$ cat src/iegate_pkg.sv
/*
  Package for the interrupt enable gating block: register offsets, field
  positions, reset values and the packed carriers shared by both modules.
  Assumes a 32-bit AXI4-Lite register bus with word-aligned registers.
*/
package iegate_pkg;

  // Source, unused and global bit positions inside the enable register, and the source count
  localparam int unsigned SRC_EXT0 = 0;
  localparam int unsigned SRC_TMR0 = 1;
  localparam int unsigned SRC_EXT1 = 2;
  localparam int unsigned SRC_TMR1 = 3;
  localparam int unsigned SRC_SER = 4;
  localparam int unsigned SRC_TMR2 = 5;
  localparam int unsigned BIT_UNUSED = 6;
  localparam int unsigned BIT_GLOBAL = 7;
  localparam int unsigned NSRC = 6;

  // Register byte offsets
  localparam logic [7:0] OFS_ENABLE = 8'ha8;
  localparam logic [7:0] OFS_CTRL = 8'hb8;
  localparam logic [7:0] OFS_REQ = 8'hc0;
  localparam logic [7:0] OFS_IRQ_STAT = 8'hc4;
  localparam logic [7:0] OFS_IRQ_MASK = 8'hc8;

  // Control register fields
  localparam int unsigned CTRL_PRIO_STOP = 7;
  localparam int unsigned CTRL_EXT0_EDGE = 0;

  // Reset values
  localparam logic [7:0] ENABLE_RST = 8'h00;
  localparam logic [7:0] CTRL_RST = 8'h00;
  localparam logic [5:0] MASK_RST = 6'h00;

  // AXI responses
  localparam logic [1:0] RESP_OKAY = 2'h0;
  localparam logic [1:0] RESP_SLVERR = 2'h2;

  typedef struct packed {
    logic global_int_allow;
    logic unused_one;
    logic tmr2_allow;
    logic serial_port_allow;
    logic tmr1_allow;
    logic ext_line1_allow;
    logic tmr0_allow;
    logic ext_line0_allow;
  } iegate_enable_t;

  typedef struct packed {
    logic [5:0] req;
    logic priority_logic_stop;
  } iegate_gate_in_t;

endpackage

$ cat src/iegate_gate.sv
/*
  Combinational-then-registered gating of the six request lines by the
  global and per-source enable bits. Assumes requests arrive on CLK_I.
*/
`timescale 1ns/10ps
module iegate_gate (
  input wire logic clk_i,
  input wire logic rst_i,
  input wire iegate_pkg::iegate_enable_t en_i,
  input wire iegate_pkg::iegate_gate_in_t gin_i,
  output logic [5:0] pass_o,
  output logic bypass_o
);
  logic [5:0] pass_d;
  logic [5:0] allow;

  always_comb begin
    allow = {en_i.tmr2_allow, en_i.serial_port_allow, en_i.tmr1_allow,
             en_i.ext_line1_allow, en_i.tmr0_allow, en_i.ext_line0_allow};
    // Global bit overrides all per-source bits
    if (!en_i.global_int_allow) begin
      pass_d = 6'h00;
    end else begin
      pass_d = gin_i.req & allow;
    end
  end

  always_ff @(posedge clk_i) begin
    if (rst_i) begin
      pass_o <= 6'h00;
      bypass_o <= 1'b0;
    end else begin
      pass_o <= pass_d;
      bypass_o <= gin_i.priority_logic_stop;
    end
  end
endmodule

$ cat src/iegate_top.sv
/*
  Interrupt enable gating with AXI4-Lite register access. Holds the enable
  register, a control register with the priority stop and external line 0
  edge-mode bits, the external line 0 request flag, and a sticky event
  status with mask driving one level interrupt. Assumes raw source request
  pins are asynchronous and a service pulse comes from the core sequencer.
*/
`timescale 1ns/10ps

module iegate_top (
  // Clock and reset
  input wire logic CLK_I,
  input wire logic SYS_RST_I,
  // AXI4-Lite write address
  input wire logic [7:0] S_AXI_AWADDR_I,
  input wire logic S_AXI_AWVALID_I,
  output logic S_AXI_AWREADY_O,
  // AXI4-Lite write data
  input wire logic [31:0] S_AXI_WDATA_I,
  input wire logic [3:0] S_AXI_WSTRB_I,
  input wire logic S_AXI_WVALID_I,
  output logic S_AXI_WREADY_O,
  // AXI4-Lite write response
  output logic [1:0] S_AXI_BRESP_O,
  output logic S_AXI_BVALID_O,
  input wire logic S_AXI_BREADY_I,
  // AXI4-Lite read address
  input wire logic [7:0] S_AXI_ARADDR_I,
  input wire logic S_AXI_ARVALID_I,
  output logic S_AXI_ARREADY_O,
  // AXI4-Lite read data
  output logic [31:0] S_AXI_RDATA_O,
  output logic [1:0] S_AXI_RRESP_O,
  output logic S_AXI_RVALID_O,
  input wire logic S_AXI_RREADY_I,
  // Interrupt sources, asynchronous
  input wire logic EXT_LINE0_PIN_I,
  input wire logic [5:0] SRC_REQ_I,
  // Core sequencer
  input wire logic EXT0_SERVICED_I,
  output logic [5:0] CORE_REQ_O,
  output logic PRIO_BYPASS_O,
  // Interrupt out
  output logic IRQ_O
);
  // Sync stages for asynchronous inputs
  logic [6:0] sync1_q;
  logic [6:0] sync2_q;
  logic ext0_prev_q;

  iegate_pkg::iegate_enable_t en_q, en_d;
  logic [7:0] ctrl_q, ctrl_d;
  logic ext0_flag_q, ext0_flag_d;
  logic [5:0] stat_q, stat_d;
  logic [5:0] mask_q, mask_d;
  logic irq_q, irq_d;

  // Bus state
  logic aw_full_q, aw_full_d;
  logic w_full_q, w_full_d;
  logic [7:0] aw_addr_q, aw_addr_d;
  logic [31:0] w_data_q, w_data_d;
  logic bvalid_q, bvalid_d;
  logic [1:0] bresp_q, bresp_d;
  logic rvalid_q, rvalid_d;
  logic [31:0] rdata_q, rdata_d;
  logic [1:0] rresp_q, rresp_d;

  logic [5:0] req_now;
  logic [5:0] pass;
  logic bypass;
  logic do_wr;
  logic ext0_rise;
  iegate_pkg::iegate_gate_in_t gin;

  function automatic logic addr_ok(input logic [7:0] a);
    addr_ok = (a == iegate_pkg::OFS_ENABLE) || (a == iegate_pkg::OFS_CTRL)
           || (a == iegate_pkg::OFS_REQ) || (a == iegate_pkg::OFS_IRQ_STAT)
           || (a == iegate_pkg::OFS_IRQ_MASK);
  endfunction

  // Enable register as read: bit 6 forced high
  function automatic logic [31:0] read_word(input logic [7:0] a);
    read_word = 32'h0000_0000;
    case (a)
      iegate_pkg::OFS_ENABLE: begin
        read_word[7:0] = en_q;
        read_word[iegate_pkg::BIT_UNUSED] = 1'b1;
      end
      iegate_pkg::OFS_CTRL: read_word[7:0] = ctrl_q;
      iegate_pkg::OFS_REQ: read_word[0] = ext0_flag_q;
      iegate_pkg::OFS_IRQ_STAT: read_word[5:0] = stat_q;
      iegate_pkg::OFS_IRQ_MASK: read_word[5:0] = mask_q;
      default: read_word = 32'h0000_0000;
    endcase
  endfunction

  always_ff @(posedge CLK_I) begin
    if (SYS_RST_I) begin
      sync1_q <= 7'h00;
      sync2_q <= 7'h00;
      ext0_prev_q <= 1'b0;
    end else begin
      sync1_q <= {EXT_LINE0_PIN_I, SRC_REQ_I};
      sync2_q <= sync1_q;
      ext0_prev_q <= sync2_q[6];
    end
  end

  assign ext0_rise = sync2_q[6] & ~ext0_prev_q;
  assign do_wr = aw_full_q && w_full_q && !bvalid_q;

  // Line 0 request comes from the flag, others from the synchronised source lines
  always_comb begin
    req_now = sync2_q[5:0];
    req_now[iegate_pkg::SRC_EXT0] = ext0_flag_q;
    gin.req = req_now;
    gin.priority_logic_stop = ctrl_q[iegate_pkg::CTRL_PRIO_STOP];
  end

  iegate_gate u_gate (
    .clk_i(CLK_I),
    .rst_i(SYS_RST_I),
    .en_i(en_q),
    .gin_i(gin),
    .pass_o(pass),
    .bypass_o(bypass)
  );

  // Bus channel state
  always_comb begin
    aw_full_d = aw_full_q;
    w_full_d = w_full_q;
    aw_addr_d = aw_addr_q;
    w_data_d = w_data_q;
    bvalid_d = bvalid_q;
    bresp_d = bresp_q;
    rvalid_d = rvalid_q;
    rdata_d = rdata_q;
    rresp_d = rresp_q;
    if (S_AXI_AWVALID_I && !aw_full_q) begin
      aw_full_d = 1'b1;
      aw_addr_d = S_AXI_AWADDR_I;
    end
    if (S_AXI_WVALID_I && !w_full_q) begin
      w_full_d = 1'b1;
      w_data_d = S_AXI_WDATA_I;
      if (!S_AXI_WSTRB_I[0]) begin
        // Only lane 0 carries register bits; without it zeros are written
        w_data_d = 32'h0000_0000;
      end
    end
    if (do_wr) begin
      aw_full_d = 1'b0;
      w_full_d = 1'b0;
      bvalid_d = 1'b1;
      bresp_d = addr_ok(aw_addr_q) ? iegate_pkg::RESP_OKAY
                                   : iegate_pkg::RESP_SLVERR;
    end else if (bvalid_q && S_AXI_BREADY_I) begin
      bvalid_d = 1'b0;
    end
    if (rvalid_q) begin
      if (S_AXI_RREADY_I) begin
        rvalid_d = 1'b0;
      end
    end else if (S_AXI_ARVALID_I) begin
      rvalid_d = 1'b1;
      rdata_d = read_word(S_AXI_ARADDR_I);
      rresp_d = addr_ok(S_AXI_ARADDR_I) ? iegate_pkg::RESP_OKAY
                                        : iegate_pkg::RESP_SLVERR;
    end
  end

  // Register file and interrupt state
  always_comb begin
    en_d = en_q;
    ctrl_d = ctrl_q;
    ext0_flag_d = ext0_flag_q;
    mask_d = mask_q;
    stat_d = stat_q;
    if (do_wr) begin
      case (aw_addr_q)
        iegate_pkg::OFS_ENABLE: begin
          en_d = w_data_q[7:0];
          en_d.unused_one = 1'b0;
        end
        iegate_pkg::OFS_CTRL: ctrl_d = w_data_q[7:0];
        iegate_pkg::OFS_REQ: begin
          // Software may touch the flag only in edge mode
          if (ctrl_q[iegate_pkg::CTRL_EXT0_EDGE]) begin
            ext0_flag_d = w_data_q[0];
          end
        end
        iegate_pkg::OFS_IRQ_STAT: stat_d = stat_q & ~w_data_q[5:0];
        iegate_pkg::OFS_IRQ_MASK: mask_d = w_data_q[5:0];
        default: ;
      endcase
    end
    // Line 0: level mode follows pin, edge mode latches and clears on service
    if (!ctrl_q[iegate_pkg::CTRL_EXT0_EDGE]) begin
      ext0_flag_d = sync2_q[6];
    end else begin
      if (EXT0_SERVICED_I) begin
        ext0_flag_d = 1'b0;
      end
      if (ext0_rise) begin
        ext0_flag_d = 1'b1;
      end
    end
    // Passed requests are events; set wins over clear
    stat_d = stat_d | pass;
    irq_d = |(stat_d & mask_d);
  end

  always_ff @(posedge CLK_I) begin
    if (SYS_RST_I) begin
      en_q <= iegate_pkg::ENABLE_RST;
      ctrl_q <= iegate_pkg::CTRL_RST;
      ext0_flag_q <= 1'b0;
      stat_q <= 6'h00;
      mask_q <= iegate_pkg::MASK_RST;
      irq_q <= 1'b0;
      aw_full_q <= 1'b0;
      w_full_q <= 1'b0;
      aw_addr_q <= 8'h00;
      w_data_q <= 32'h0000_0000;
      bvalid_q <= 1'b0;
      bresp_q <= iegate_pkg::RESP_OKAY;
      rvalid_q <= 1'b0;
      rdata_q <= 32'h0000_0000;
      rresp_q <= iegate_pkg::RESP_OKAY;
    end else begin
      en_q <= en_d;
      ctrl_q <= ctrl_d;
      ext0_flag_q <= ext0_flag_d;
      stat_q <= stat_d;
      mask_q <= mask_d;
      irq_q <= irq_d;
      aw_full_q <= aw_full_d;
      w_full_q <= w_full_d;
      aw_addr_q <= aw_addr_d;
      w_data_q <= w_data_d;
      bvalid_q <= bvalid_d;
      bresp_q <= bresp_d;
      rvalid_q <= rvalid_d;
      rdata_q <= rdata_d;
      rresp_q <= rresp_d;
    end
  end

  assign S_AXI_AWREADY_O = !aw_full_q;
  assign S_AXI_WREADY_O = !w_full_q;
  assign S_AXI_ARREADY_O = !rvalid_q;
  assign S_AXI_BVALID_O = bvalid_q;
  assign S_AXI_BRESP_O = bresp_q;
  assign S_AXI_RVALID_O = rvalid_q;
  assign S_AXI_RDATA_O = rdata_q;
  assign S_AXI_RRESP_O = rresp_q;
  assign CORE_REQ_O = pass;
  assign PRIO_BYPASS_O = bypass;
  assign IRQ_O = irq_q;
endmodule

$ cat config.mk
export PLATFORM = sky130hd
export DESIGN_NAME = iegate_top
export DESIGN_NICKNAME = d
export VERILOG_FILES = /design/src/iegate_pkg.sv /design/src/iegate_gate.sv /design/src/iegate_top.sv
export SDC_FILE = /design/constraint.sdc
export NUM_CORES = 1
export LEC_CHECK = 0
export BUFFER_PORTS_ARGS = -buffer_cell sky130_fd_sc_hd__buf_2
export CORE_ASPECT_RATIO = 0.9
export CORE_MARGIN = 2
export CORE_UTILIZATION = 50
export CTS_CLUSTER_DIAMETER = 150
export CTS_CLUSTER_SIZE = 30
export DETAILED_ROUTE_END_ITERATION = 16
export GPL_TIMING_DRIVEN = 0
export PLACE_DENSITY_LB_ADDON = 0.05
export SYNTH_ARGS = -nofsm -noshare
export SYNTH_HDL_FRONTEND = slang
export SYNTH_SLANG_ARGS = --single-unit
$ cat constraint.sdc
create_clock -name CLK_I -period 3 [get_ports CLK_I]
set_input_delay 0.6 -clock CLK_I [delete_from_list [all_inputs] [get_ports CLK_I]]
set_output_delay 0.6 -clock CLK_I [all_outputs]
set_load 0.02 [all_outputs]
### Yosys cells after proc, flatten, opt, wreduce, memory -nomap -nowiden

Cells that the tools add are included.
W data, S select, Z words.

* flip-flop bits (word level): 83
* input port bits: 67

* reduce and logical (&&, ||, !) cells: 25
* equality and inequality tests: 12
* bitwise logic cells: 9
* mux-type cells: 20

Operators by type and width (count)
* $eq A8 B8 Y1 const B: 10
* $mux W6: 4
* $pmux W5 S4: 1
* $and A6 B6 Y6: 3
* $mux W1: 10
* $logic_or A1 B1 Y1: 8
* $mux W8: 1
* $ne A4 B2 Y1 const B: 2
* $reduce_and A2 Y1: 4
* $not A6 Y6: 1
* $or A6 B6 Y6: 1
* $reduce_or A6 Y1: 1
* $logic_and A1 B1 Y1: 5
* $pmux W1 S5: 1
* $logic_not A1 Y1: 4
* $mux W2: 2
* $pmux W2 S2: 1
* $reduce_or A2 Y1: 2
* $not A1 Y1: 3
* $reduce_bool A2 Y1: 1
* $and A1 B1 Y1: 1

### Depth between registers and ports, before layout

Gate-level depths: netlist (run 1).

* depth in word-level cells: 7
* gate-level depth with buffers: 7
* depth with buffers taken out: 5

### Hierarchy

Synthesis (run 1) repeated with hierarchy kept, for this count alone.

* cells, all modules: 349
* area total of the unflattened synthesis: 3355.7 um2

Modules (own cells, without submodules)
* iegate_top: cells an instance 335, area an instance 3146.8 um2, instances 1
* iegate_gate: cells an instance 14, area an instance 209.0 um2, instances 1

### Least setup slack after synthesis (run 1)

No wires, ideal clock.

* path kind: input to register
* from: input S_AXI_ARADDR_I[2]
* to: register rdata_q[1], in the netlist S_AXI_RDATA_O[1]
* required time: 2935 ps
* library setup time: 65 ps
* arrival time: 1754 ps
* stages: 6
* slack: 1181 ps
* buffers on the path: 1
* cell sequence: or4b_4 > buf_6 > o21bai_4 > a21oi_4 > a22oi_1 > nor2_1

* longest elaborated chain between the ends: 2
* elaborated cells between the ends (all ways): 5

Ends and longest elaborated chain
* start, declared: line iegate_top.sv:28 `input wire logic [7:0] S_AXI_ARADDR_I,`
* $eq A8 B8 Y1: line iegate_top.sv:85 `case (a)`
* $pmux W5 S4 (*): line iegate_top.sv:85
* end signal, assigned: line iegate_top.sv:246 `rdata_q <= rdata_d;`
* end, declared: line iegate_top.sv:66 `logic [31:0] rdata_q, rdata_d;`

Every way passes the cells marked *; elsewhere a longest branch is shown, timed or not.
A chain may end at the register's enable or synchronous reset.

### Worst setup path in the final report (run 1)

* from: register aw_addr_q[4]
* to: register irq_q, in the netlist IRQ_O

* longest elaborated chain between the ends: 6
* elaborated cells between the ends (all ways): 9

Ends and longest elaborated chain
* start, declared: line iegate_top.sv:61 `logic [7:0] aw_addr_q, aw_addr_d;`
* start signal, assigned: line iegate_top.sv:241 `aw_addr_q <= aw_addr_d;`
* $eq A8 B8 Y1: line iegate_top.sv:182 `case (aw_addr_q)`
* $mux W6: line iegate_top.sv:182
* $mux W6: line iegate_top.sv:181 `if (do_wr) begin`
* $or A6 B6 Y6: line iegate_top.sv:211 `stat_d = stat_d | pass;`
* $and A6 B6 Y6 (*): line iegate_top.sv:212 `irq_d = |(stat_d & mask_d);`
* $reduce_or A6 Y1 (*): line iegate_top.sv:212
* end signal, assigned: line iegate_top.sv:238 `irq_q <= irq_d;`
* end, declared: line iegate_top.sv:56 `logic irq_q, irq_d;`

Marked as above.

==> summary.txt, run 1 <==
Status
  – Status: finished clean

Drt
  – DRT Wirelength: roughly 7.0 mm
  – DR iter-0 viols: 125
  – Vias/cell: ~4.9
  – WL per Instance: 13.2 µm
  – # DRC: 0
  – First drt pass iteration count: 4
  – ANT nets after route: 0
  – Total number of vias: ~2,600

Setup path
  – CP endpoint kind: flop
  – Critical path buffer and inverter count: 1
  – Critical Path AT: approximately 2.0 ns
  – CP top delay family: simple AND/OR/NAND/NOR gates
  – Max FO, Critical Path: 9
  – Worst setup path startpoint: aw_addr_q[4]
  – Crit-path slowest cell: dfxtp_1
  – CP required: 3.23 ns
  – Setup Crit Path Kind: reg -> reg
  – Reg-to-Reg Start: aw_addr_q[4]
  – Worst Setup Start Kind: flop
  – Largest stage delay, worst path: between 0.3 and 0.4 ns
  – Worst path cell trace: and4bb_1, buf_6, nand4_4, mux2i_1, o22ai_1, o31a_1

STA
  – Fmax achieved: ~560 MHz
  – RSZ-0062 raised after global routing: no
  – Relative slew slack: 56.2%
  – Final setup fails: 0
  – Worst slew pin tran: between 0.6 and 0.7 ns
  – Final Skew: 0.00865 ns
  – Fin Setup TNS: 0 ns
  – Minimum clock period: around 1.8 ns
  – Worst setup slack after layout: about 1.2 ns
  – Slew Viols, Final: 0
  – Final worst-path cycle share: between 50% and 60%
  – Hold Vio Cnt, Final: 0

Clock tree
  – Clock latency on the worst-skew pair: 0.34 ns
  – Clock transition at the registers of the reported paths: about 0.080 ns
  – CTS Buf Count: 9
  – Level count of the clock H-tree: 3
  – CTS sink count: just under 80
  – CTS tree: yes
  – Clock Tree Buf Depth: 2
  – Post-CTS Hold Buffers: 0
  – Setup bufs post-CTS: 0
  – Post_cts resized: 0
  – Clk Tree Root Cell: clkbuf_8

Min path
  – Hold wc startpoint: S_AXI_RREADY_I
  – Worst Hold Class: in -> reg

Die
  – CORE AREA: 6520 µm²
  – Die W: about 90 µm
  – Die Y: 81.3 µm
  – Die area: 7310 µm²
  – I/O pins: ~120
  – Rows: 28
  – Initial Util: between 50% and 60%

Layout
  – Layout Nets: 507
  – Filler instances: 615
  – Footprint of the multi-input gates: 1520 µm²
  – # diodes: 0
  – Area Overhead vs Synth: 22.4%
  – Ratio of cells with drive above 1 in the final layout: 28.8%
  – Reg area: roughly 1600 µm²

Place
  – Post-DP HPWL: ~5.3 mm
  – GPL Wtd Cong: approximately 0.88
  – Port Buffers: between 50 and 60
  – Placement Setup Slack: roughly 0.96 ns

Logic synthesis
  – Syn Area/Cell: roughly 9.6 µm²
  – Register area share after synthesis: 47.7%
  – Post-Syn Instances: approximately 350
  – Count leader, synth: dfxtp_1
  – FF+latch count, synth: 79
  – Synth Cell Area: between 3000 and 4000 µm²
  – Synth cell count leaders: dfxtp_1, nor2_1, mux2i_1, buf_4, a21oi_1
  – Ys Warns: 0
  – Top_reg_cell synth: dfxtp_1
  – Post-synth EDFFs: 0
  – Synth area leaders: dfxtp_1, mux2i_1, buf_4
  – Yosys top cell area share: a little under half
  – Share of flip-flops with an asynchronous set or reset: 0%
  – Yosys top cell by area: dfxtp_1
  – Yosys cell types: 42

Pwr
  – Worst vdd ir: 0.000360 V
  – Static Leak: around 1.8 nW
  – Power Density: 550 nW/µm²

Global route
  – Antenna violations before repair: 0
  – GRT Total Usage: 20.3%
  – Vias in the first global route: between 2,000 and 2,500
  – Maximum number of pins on one net before global-route repair: 15
  – First-pass GRT wire length: approximately 12 mm
  – Overflow after GRT: 0

Run
  – Maxcap violations: 0
where the power goes:
| group | internal [W] | switching [W] |
|---|---|---|
| sequential | 0.00107 | 0.0000206 |
| clock | 0.000555 | 0.000383 |
| combinational | 0.0000821 | 0.000118 |
| total | 0.00171 | 0.000522 |
state kept, by name (all words and copies together), names as in the netlist:
| signal | count |
|---|---|
| u_gate.pass_o | 6 |
| aw_addr_q | 8 |
| S_AXI_BVALID_O | 1 |
| aw_full_q | 1 |
| S_AXI_RDATA_O | 8 |
| S_AXI_BRESP_O | 1 |
| sync2_q | 6 |
| ctrl_q | 8 |
| en_q | 7 |
| S_AXI_RVALID_O | 1 |
| ext0_prev_q | 1 |
| w_full_q | 1 |
| u_gate.bypass_o | 1 |
| w_data_q | 8 |
| S_AXI_RRESP_O | 1 |
| stat_q | 6 |
| sync1_q | 6 |
| ext0_flag_q | 1 |
| IRQ_O | 1 |
| mask_q | 6 |
through the flow:
| step | instance area, µm² | std cells | power (W) | hold slack [ns] | utilization (%) |
|---|---|---|---|---|---|
| final | 4060 | 535 | 0.00223 | 0.432 | 62.3 |
| after global routing | 4060 | 535 | 0.00232 | 0.420 | 62.3 |
| after CTS | 4060 | 535 | 0.00225 | 0.415 | 62.3 |
| after detailed placement | 3810 | 519 | 0.00132 | 0.430 | 58.5 |
| after global placement | 3810 | 519 | 0.00131 | 0.417 | 58.5 |
| after floorplan | 3410 | 371 | 0.00126 | 0.414 | - |
cell type report:
type	instances	area share, %
inverters	6	0.555
plain buffers	45	7.15
clock inverters	7	2.99
well taps	90	2.77
flip-flops and latches	79	39.0
multi-input cells	241	37.4
clock buffers	9	3.05
repair buffers	58	7.15
worst paths after layout:
path | end | slack [ns] | cells past startpoint
worst max register to register | IRQ_O | 1.21 | 6
worst min-delay path | S_AXI_RVALID_O | 0.43 | 2
worst min register to register | sync2_q[5] | 0.45 | 1
worst max-delay path | IRQ_O | 1.21 | 6
worst reg2reg max path: stages (launching register included):
cell	delay (ns)
dfxtp_1	0.34
and4bb_1	0.29
buf_6	0.15
nand4_4	0.19
mux2i_1	0.27
o22ai_1	0.12
o31a_1	0.32
metal layers:
layer / GRT usage, % / share of wire, %
met1: 26.5 / 49
met2: 33.5 / 44
met5: 0 / 0
met4: 6.92 / 1.3
met3: 5.10 / 5.2
placed cells by master (no fill, tap or decap), types with 5 or more instances in the layout:
cell type / instances
and3_1: 6
clkbuf_1: 11
a21oi_1: 19
inv_1: 6
conb_1: 26
a22oi_1: 11
nand2_1: 15
o2bb2ai_1: 5
clkbuf_8: 9
o22ai_1: 6
buf_2: 62
nor2b_1: 18
dfxtp_1: 79
nand4_1: 5
nor2_1: 49
mux2_2: 8
nor3_1: 6
nand3_1: 12
mux2i_1: 29
buf_4: 27
logic make-up after synthesis:
logic type / Yosys count / share of synthesized area [%]
and+or+nand+nor: 131 / 21.5
DFF: 79 / 47.7
buffers and inverters: 51 / 9.43
AOI/OAI and AO/OA: 47 / 9.84
muxes: 37 / 11.5
other: 1 / 0.113
No activity file was read; power rests on OpenSTA's default activity.
==> run 2, diff against run 1 <==
==> constraint.sdc (replaced) <==
create_clock -name CLK_I -period 1.7 [get_ports CLK_I]
set_input_delay 0.34 -clock CLK_I [delete_from_list [all_inputs] [get_ports CLK_I]]
set_output_delay 0.34 -clock CLK_I [all_outputs]
set_load 0.02 [all_outputs]
==> run 2 against run 1 <==
The flow now finishes with violations (negative setup slack). Total power rose by 77%. Die area stayed put. Hold slack got worse by 0.26 ns. Sequential share of layout area shrank 0.87 points. Clock-buffer cell count unchanged. Global-route usage rose by 0.15 points. Cell count is 1.1% higher. Largest power group unchanged. Highest routed layer unchanged.
==> summary.txt, run 2 (synthesis gave the netlist of run 1 again) <==
Status
  – Status: complete, but fails checks (was finished clean)
  – Failing checks: negative setup slack

Setup path
  – Max FO, Critical Path: 6 (was 9)
  – Worst Setup Start Kind: flop (unchanged)
  – CP required: 1.94 ns (was 3.23 ns)
  – Critical Path AT: 1.95 ns (was 2.02 ns)
  – Worst reg2reg path depth: 6 (unchanged)
  – Setup Crit Path Kind: reg -> reg (unchanged)
  – CP endpoint kind: flop (unchanged)

Die
  – CORE AREA: 6520 µm² (unchanged)
  – I/O pins: 116 (unchanged)
  – Die W: 89.9 µm (unchanged)
  – Rows: 28 (unchanged)
  – Die area: 7310 µm² (unchanged)
  – Initial Util: 50.9% (unchanged)
  – Die Y: 81.3 µm (unchanged)

Drt
  – First drt pass iteration count: 4 (unchanged)
  – DR iter-0 viols: 123 (was 125)
  – DRT Wirelength: 7.17 mm (was 7.04 mm)
  – # DRC: 0 (unchanged)
  – WL per Instance: 13.2 µm (about the same)
  – Total number of vias: 2,619 (was 2,595)
  – Vias/cell: 4.84 (was 4.85)
  – ANT nets after route: 0 (unchanged)

Layout
  – Reg area: 1590 µm² (was 1580 µm²)
  – Filler instances: 607 (was 615)
  – Ratio of cells with drive above 1 in the final layout: 31.9% (was 28.8%)
  – Most frequent cells in the layout: dfxtp_1, buf_2, nor2_1 (unchanged)
  – Post-Layout Cell Count: 541 (was 535)
  – Area Overhead vs Synth: 25.6% (was 22.4%)
  – Core Util, Final: 64.0% (was 62.3%)
  – Commonest non-fill, non-tap cell in the layout: dfxtp_1 (unchanged)
  – # diodes: 0 (unchanged)
  – Footprint of the multi-input gates: 1540 µm² (was 1520 µm²)
  – Layout Nets: 513 (was 507)

Place
  – Post-DP HPWL: 5.34 mm (unchanged)
  – GPL Wtd Cong: 0.881 (unchanged)
  – Placed Cells: 519 (unchanged)
  – Placement Setup Slack: -0.0832 ns (was 0.957 ns)
  – Port Buffers: 58 (unchanged)

STA
  – Fmax achieved: 583 MHz (was 560 MHz)
  – RSZ-0062 raised after global routing: yes (was no)
  – Minimum clock period: 1.72 ns (was 1.79 ns)
  – Final setup fails: 1 (was 0)
  – Final worst-path cycle share: 101% (was 59.5%)
  – Relative slew slack: 55.2% (was 56.2%)
  – Hold Vio Cnt, Final: 0 (unchanged)
  – Final Skew: 0.00970 ns (was 0.00865 ns)
  – Worst setup slack after layout: -0.0159 ns (was 1.21 ns)
  – Worst slew pin tran: 0.673 ns (was 0.657 ns)
  – Slew Viols, Final: 0 (unchanged)

Clock tree
  – Clock latency on the worst-skew pair: 0.34 ns (about the same)
  – Clock transition at the registers of the reported paths: 0.08 ns (about the same)
  – Clock Tree Buf Depth: 2 (unchanged)
  – CTS Buf Count: 9 (unchanged)
  – CTS tree: yes (unchanged)
  – CTS sink count: 79 (unchanged)
  – Level count of the clock H-tree: 3 (unchanged)
  – Clk Tree Root Cell: clkbuf_8 (unchanged)
  – Post-CTS Hold Buffers: 0 (unchanged)

Global route
  – Overflow after GRT: 0 (unchanged)
  – GRT Total Usage: 20.5% (was 20.3%)
  – First-pass GRT wire length: 11.7 mm (was 11.6 mm)
  – Maximum number of pins on one net before global-route repair: 15 (unchanged)
  – Antenna violations before repair: 0 (unchanged)
  – Vias in the first global route: 2,457 (was 2,436)

Pwr
  – Share of total power in sequential cells: 48.9% (was 49.0%)
  – Combinational Power Share: 9.1% (was 9.0%)
  – Static Leak: 1.82 nW (was 1.79 nW)
  – Power Density: 948 nW/µm² (was 550 nW/µm²)
  – Net switching power: 0.000929 W (was 0.000522 W)
  – Worst vdd ir: 0.000635 V (was 0.000360 V)
  – Switching part of the total power: 23.5% (was 23.4%)
  – Internal power contribution: 0.00302 W (was 0.00171 W)
  – Total power: 0.00395 W (was 0.00223 W)
  – Clock power frac: 42.0% (about the same)

Run
  – Maxcap violations: 0 (unchanged)

Min path
  – Worst Hold Class: in -> reg (unchanged)
  – Hold Crit Depth: 2 (unchanged)
==> run 2: cell types whose count changed in the layout (fill, tap and decap cells not counted), moves of 2 or more <==
cell / before / now
a21oi_1: 19 / 16
a21oi_2: 0 / 3
buf_12: 0 / 2
buf_4: 27 / 31
dfxtp_1: 79 / 74
dfxtp_2: 0 / 5
==> run 2: worst paths after layout <==
check | slack [ns] | end | from
setup / recovery | -0.02 | IRQ_O | aw_addr_q[4]
hold / removal | 0.17 | S_AXI_RVALID_O | S_AXI_RREADY_I
setup reg to reg | -0.02 | IRQ_O | aw_addr_q[4]
hold reg to reg | 0.45 | sync2_q[5] | sync1_q[5]
==> run 2: critical path, stage by stage (launching register included) <==
cell and delay [ns]:
dfxtp_2 0.34, and4bb_1 0.29, buf_6 0.13, nand4_4 0.19
mux2i_2 0.25, o22ai_1 0.10, o31a_1 0.31
==> run 2: final cells by class <==
cell class,count,area share (%)
timing repair buffer,64,8.64
clock inverter,7,2.91
inverter,6,0.540
buffer,45,7.11
multi-input combinational,241,37.0
sequential,79,38.1
clock buffer,9,2.97
tap,90,2.70
==> run 2: metal layers <==
layer	GRT usage (%)	vias up	wire (µm)
met2	34.0	87	3210
met5	0	-	0
li1	-	1337	-
met1	26.5	1183	3390
met4	6.92	0	102
met3	5.10	12	467
==> run 2: stage by stage <==
| stage | cell area, µm² | hold slack (ns) | TNS [ns] |
|---|---|---|---|
| CTS | 4100 | 0.155 | -0.0532 |
| global route | 4170 | 0.160 | -0.110 |
| floorplan | 3410 | 0.414 | 0 |
| finish | 4170 | 0.172 | -0.0159 |
| global placement | 3810 | 0.417 | -0.251 |
| detailed placement | 3810 | 0.430 | -0.415 |
==> run 2: timing repair <==
item	in CTS	in global routing
resized for setup	2	11
pin swaps	2	6
setup buffers	2	4
setup endpoints to repair	10	17
==> run 2: power by group through the flow <==
stage	logic, W	registers, W	clock network (W)
CTS	0.000353	0.00193	0.00169
finish	0.000358	0.00193	0.00166
global route	0.000396	0.00194	0.00176
global placement	0.000346	0.00197	0
detailed placement	0.000352	0.00197	0
floorplan	0.000249	0.00197	0
==> run 3, diff against run 2 <==
--- a/config.mk
+++ b/config.mk
@@ -6,9 +6,11 @@
 export NUM_CORES = 1
 export LEC_CHECK = 0
 export BUFFER_PORTS_ARGS = -buffer_cell sky130_fd_sc_hd__buf_2
+export CELL_PAD_IN_SITES_DETAIL_PLACEMENT = 0
+export CELL_PAD_IN_SITES_GLOBAL_PLACEMENT = 1
 export CORE_ASPECT_RATIO = 0.9
 export CORE_MARGIN = 2
-export CORE_UTILIZATION = 50
+export CORE_UTILIZATION = 37
 export CTS_CLUSTER_DIAMETER = 150
 export CTS_CLUSTER_SIZE = 30
 export DETAILED_ROUTE_END_ITERATION = 16
==> run 3 against run 2 <==
Sequential cell count did not move. First-iteration DRC count fell by 54%. Register-to-register slack barely moved. Die area rose by 33%. Clock-buffer cell count rose by 2. Via count fell by 1.3%. Combinational power rose by 1%. Non-clock buffer count did not move. The run still ends with negative setup slack left. Clock skew fell by 0.00077 ns. Worst setup slack improved by 0.013 ns. Core utilization fell by 16 points. Hold slack got worse by 0.0042 ns.
==> summary.txt, run 3 (synthesis gave the netlist of run 1 again) <==
Setup path
  – CP endpoint kind: flop (unchanged)
  – RR Endpoint: IRQ_O (unchanged)
  – Max FO, Critical Path: 6 (unchanged)
  – Reg-to-Reg Start: aw_addr_q[4] (unchanged)
  – Setup Crit Path Kind: reg -> reg (unchanged)
  – Worst reg2reg path depth: 6 (unchanged)
  – Worst Setup Start Kind: flop (unchanged)
  – CP required: 1.93 ns (was 1.94 ns)
  – Reg2reg setup slack: -0.003 ns (was -0.02 ns)
  – Critical Path AT: 1.94 ns (was 1.95 ns)

Place
  – GPL Wtd Cong: 0.758 (was 0.881)
  – Post-DP HPWL: 5.65 mm (was 5.34 mm)
  – Placed Area: 3850 µm² (was 3810 µm²)
  – Port Buffers: 58 (unchanged)

Layout
  – Ratio of cells with drive above 1 in the final layout: 32.9% (was 31.9%)
  – Commonest non-fill, non-tap cell in the layout: dfxtp_1 (unchanged)
  – # diodes: 0 (unchanged)
  – Most frequent cells in the layout: dfxtp_1, buf_2, nor2_1 (unchanged)
  – Core Util, Final: 48.5% (was 64.0%)
  – Post-route cell area: 4190 µm² (was 4170 µm²)
  – Area Overhead vs Synth: 26.3% (was 25.6%)
  – Layout Nets: 513 (unchanged)

Min path
  – Worst Hold Class: in -> reg (unchanged)
  – Hold wc startpoint: S_AXI_RREADY_I (unchanged)
  – Hold Crit Depth: 2 (unchanged)
  – WHS Endpoint: S_AXI_RVALID_O (unchanged)

Drt
  – ANT nets after route: 0 (unchanged)
  – DR iter-0 viols: 57 (was 123)
  – WL per Instance: 13.2 µm (about the same)
  – DRT Wirelength: 7.53 mm (was 7.17 mm)
  – Vias/cell: 4.54 (was 4.84)
  – Total number of vias: 2,585 (was 2,619)
  – First drt pass iteration count: 4 (unchanged)
  – # DRC: 0 (unchanged)

STA
  – Fmax achieved: 587 MHz (was 583 MHz)
  – Slew Viols, Final: 0 (unchanged)
  – Worst setup slack after layout: -0.00278 ns (was -0.0159 ns)
  – Final worst-path cycle share: 100% (was 101%)
  – Worst slew pin tran: 0.654 ns (was 0.673 ns)
  – Final Skew: 0.00893 ns (was 0.00970 ns)
  – Relative slew slack: 56.4% (was 55.2%)
  – RSZ-0062 raised after global routing: yes (unchanged)
  – Minimum clock period: 1.70 ns (was 1.72 ns)
  – Hold Vio Cnt, Final: 0 (unchanged)
  – Fin Setup TNS: -0.00278 ns (was -0.0159 ns)
  – Final setup fails: 1 (unchanged)

Die
  – Die area: 9740 µm² (was 7310 µm²)
  – Rows: 32 (was 28)
  – CORE AREA: 8650 µm² (was 6520 µm²)
  – Initial Util: 38.4% (was 50.9%)
  – Die W: 104 µm (was 89.9 µm)
  – Die Y: 93.8 µm (was 81.3 µm)
  – I/O pins: 116 (unchanged)

Clock tree
  – Clock transition at the registers of the reported paths: 0.08 ns (about the same)
  – CTS sink count: 79 (unchanged)
  – Clock latency on the worst-skew pair: 0.35 ns (was 0.34 ns)
  – CTS Buf Count: 9 (unchanged)
  – Clock Tree Buf Depth: 2 (unchanged)
  – CTS tree: yes (unchanged)
  – Level count of the clock H-tree: 3 (unchanged)
  – Clk Tree Root Cell: clkbuf_8 (unchanged)

Global route
  – First-pass GRT wire length: 12.2 mm (was 11.7 mm)
  – Vias in the first global route: 2,374 (was 2,457)
  – Antenna violations before repair: 0 (unchanged)
  – Maximum number of pins on one net before global-route repair: 14 (was 15)
  – M1 GR Usage: 21.7% (was 26.5%)
  – Grt met3 use: 5.41% (was 5.10%)
  – Gr busiest metal: met2 (unchanged)
  – Met2 Usage GRT: 25.2% (was 34.0%)
  – GRT Total Usage: 16.2% (was 20.5%)
  – Overflow after GRT: 0 (unchanged)

Run
  – Maxcap violations: 0 (unchanged)

Status
  – Failing checks: negative setup slack (unchanged)
  – Status: complete, but fails checks (unchanged)

Pwr
  – Static Leak: 1.80 nW (was 1.82 nW)
  – Total power: 0.00371 W (was 0.00395 W)
  – Worst vdd ir: 0.000397 V (was 0.000635 V)
  – Power Density: 886 nW/µm² (was 948 nW/µm²)
-- run 3: changes by cell type in the layout (fill, tap and decap cells not counted), sizes merged --
cell      change
bufinv        -2
clkinvlp      +1
clkbuf        +2
clkinv        -2
-- run 3: worst max path at each step --
| stage | start | end | cells past startpoint | slack (ns) |
|---|---|---|---|---|
| after CTS | aw_addr_q[5] | IRQ_O | 6 | -0.02 |
| final | aw_addr_q[4] | IRQ_O | 6 | -0.003 |
| after detailed placement | S_AXI_ARADDR_I[2] | S_AXI_RDATA_O[4] | 7 | -0.10 |
| after global routing | aw_addr_q[5] | IRQ_O | 6 | -0.1 |
| after global placement | S_AXI_ARADDR_I[2] | S_AXI_RDATA_O[2] | 7 | -0.06 |
| after floorplan | S_AXI_BVALID_O | IRQ_O | 7 | 0.09 |
-- run 3: stage by stage --
| stage | hold slack, ns | setup WS [ns] | std cells |
|---|---|---|---|
| 4_1_cts | 0.153 | -0.0150 | 566 |
| 5_1_grt | 0.163 | -0.0982 | 569 |
| 2_1_floorplan | 0.414 | 0.0893 | 371 |
| 6_report | 0.168 | -0.00278 | 569 |
| 3_5_place_dp | 0.427 | -0.103 | 548 |
| 3_3_place_gp | 0.422 | -0.0615 | 548 |
-- run 3: repair_timing --
action / in CTS / in global routing
gates resized for setup: 8 / 13
buffers inserted: 3 / 3
endpoints found under the setup margin: 11 / 17
pin swaps: 4 / 3
hold buffers: 0 / 0
-- run 3: layer usage --
metal / part of all wire, % / up-vias / wire, µm
li1: - / 1338 / -
met1: 50 / 1167 / 3790
met2: 43 / 70 / 3250
met3: 5.5 / 10 / 415
met4: 1.0 / 0 / 79
met5: 0 / - / 0
-- run 3: power breakdown --
| group | internal [W] | switching, W |
|---|---|---|
| clock | 0.000755 | 0.000660 |
| combinational | 0.000152 | 0.000210 |
| sequential | 0.00190 | 0.0000396 |
| total | 0.00280 | 0.000910 |
-- run 3: area by class of cell --
cell class | instances | area [µm²]
clock buffer | 11 | 151
clock inverter | 4 | 55.1
fill | 891 | 4460
timing repair buffer | 64 | 360
sequential | 79 | 1590
inverter | 6 | 22.5
buffer | 45 | 300
tap | 119 | 149
multi-input combinational | 241 | 1560
-- run 3: worst max-delay path, cell delays in order (launching register included) --
cell and delay (ns):
dfxtp_2 0.35, and4bb_1 0.27, buf_6 0.12, nand4_4 0.19, mux2i_2 0.25, o22ai_1 0.12, o31a_1 0.29
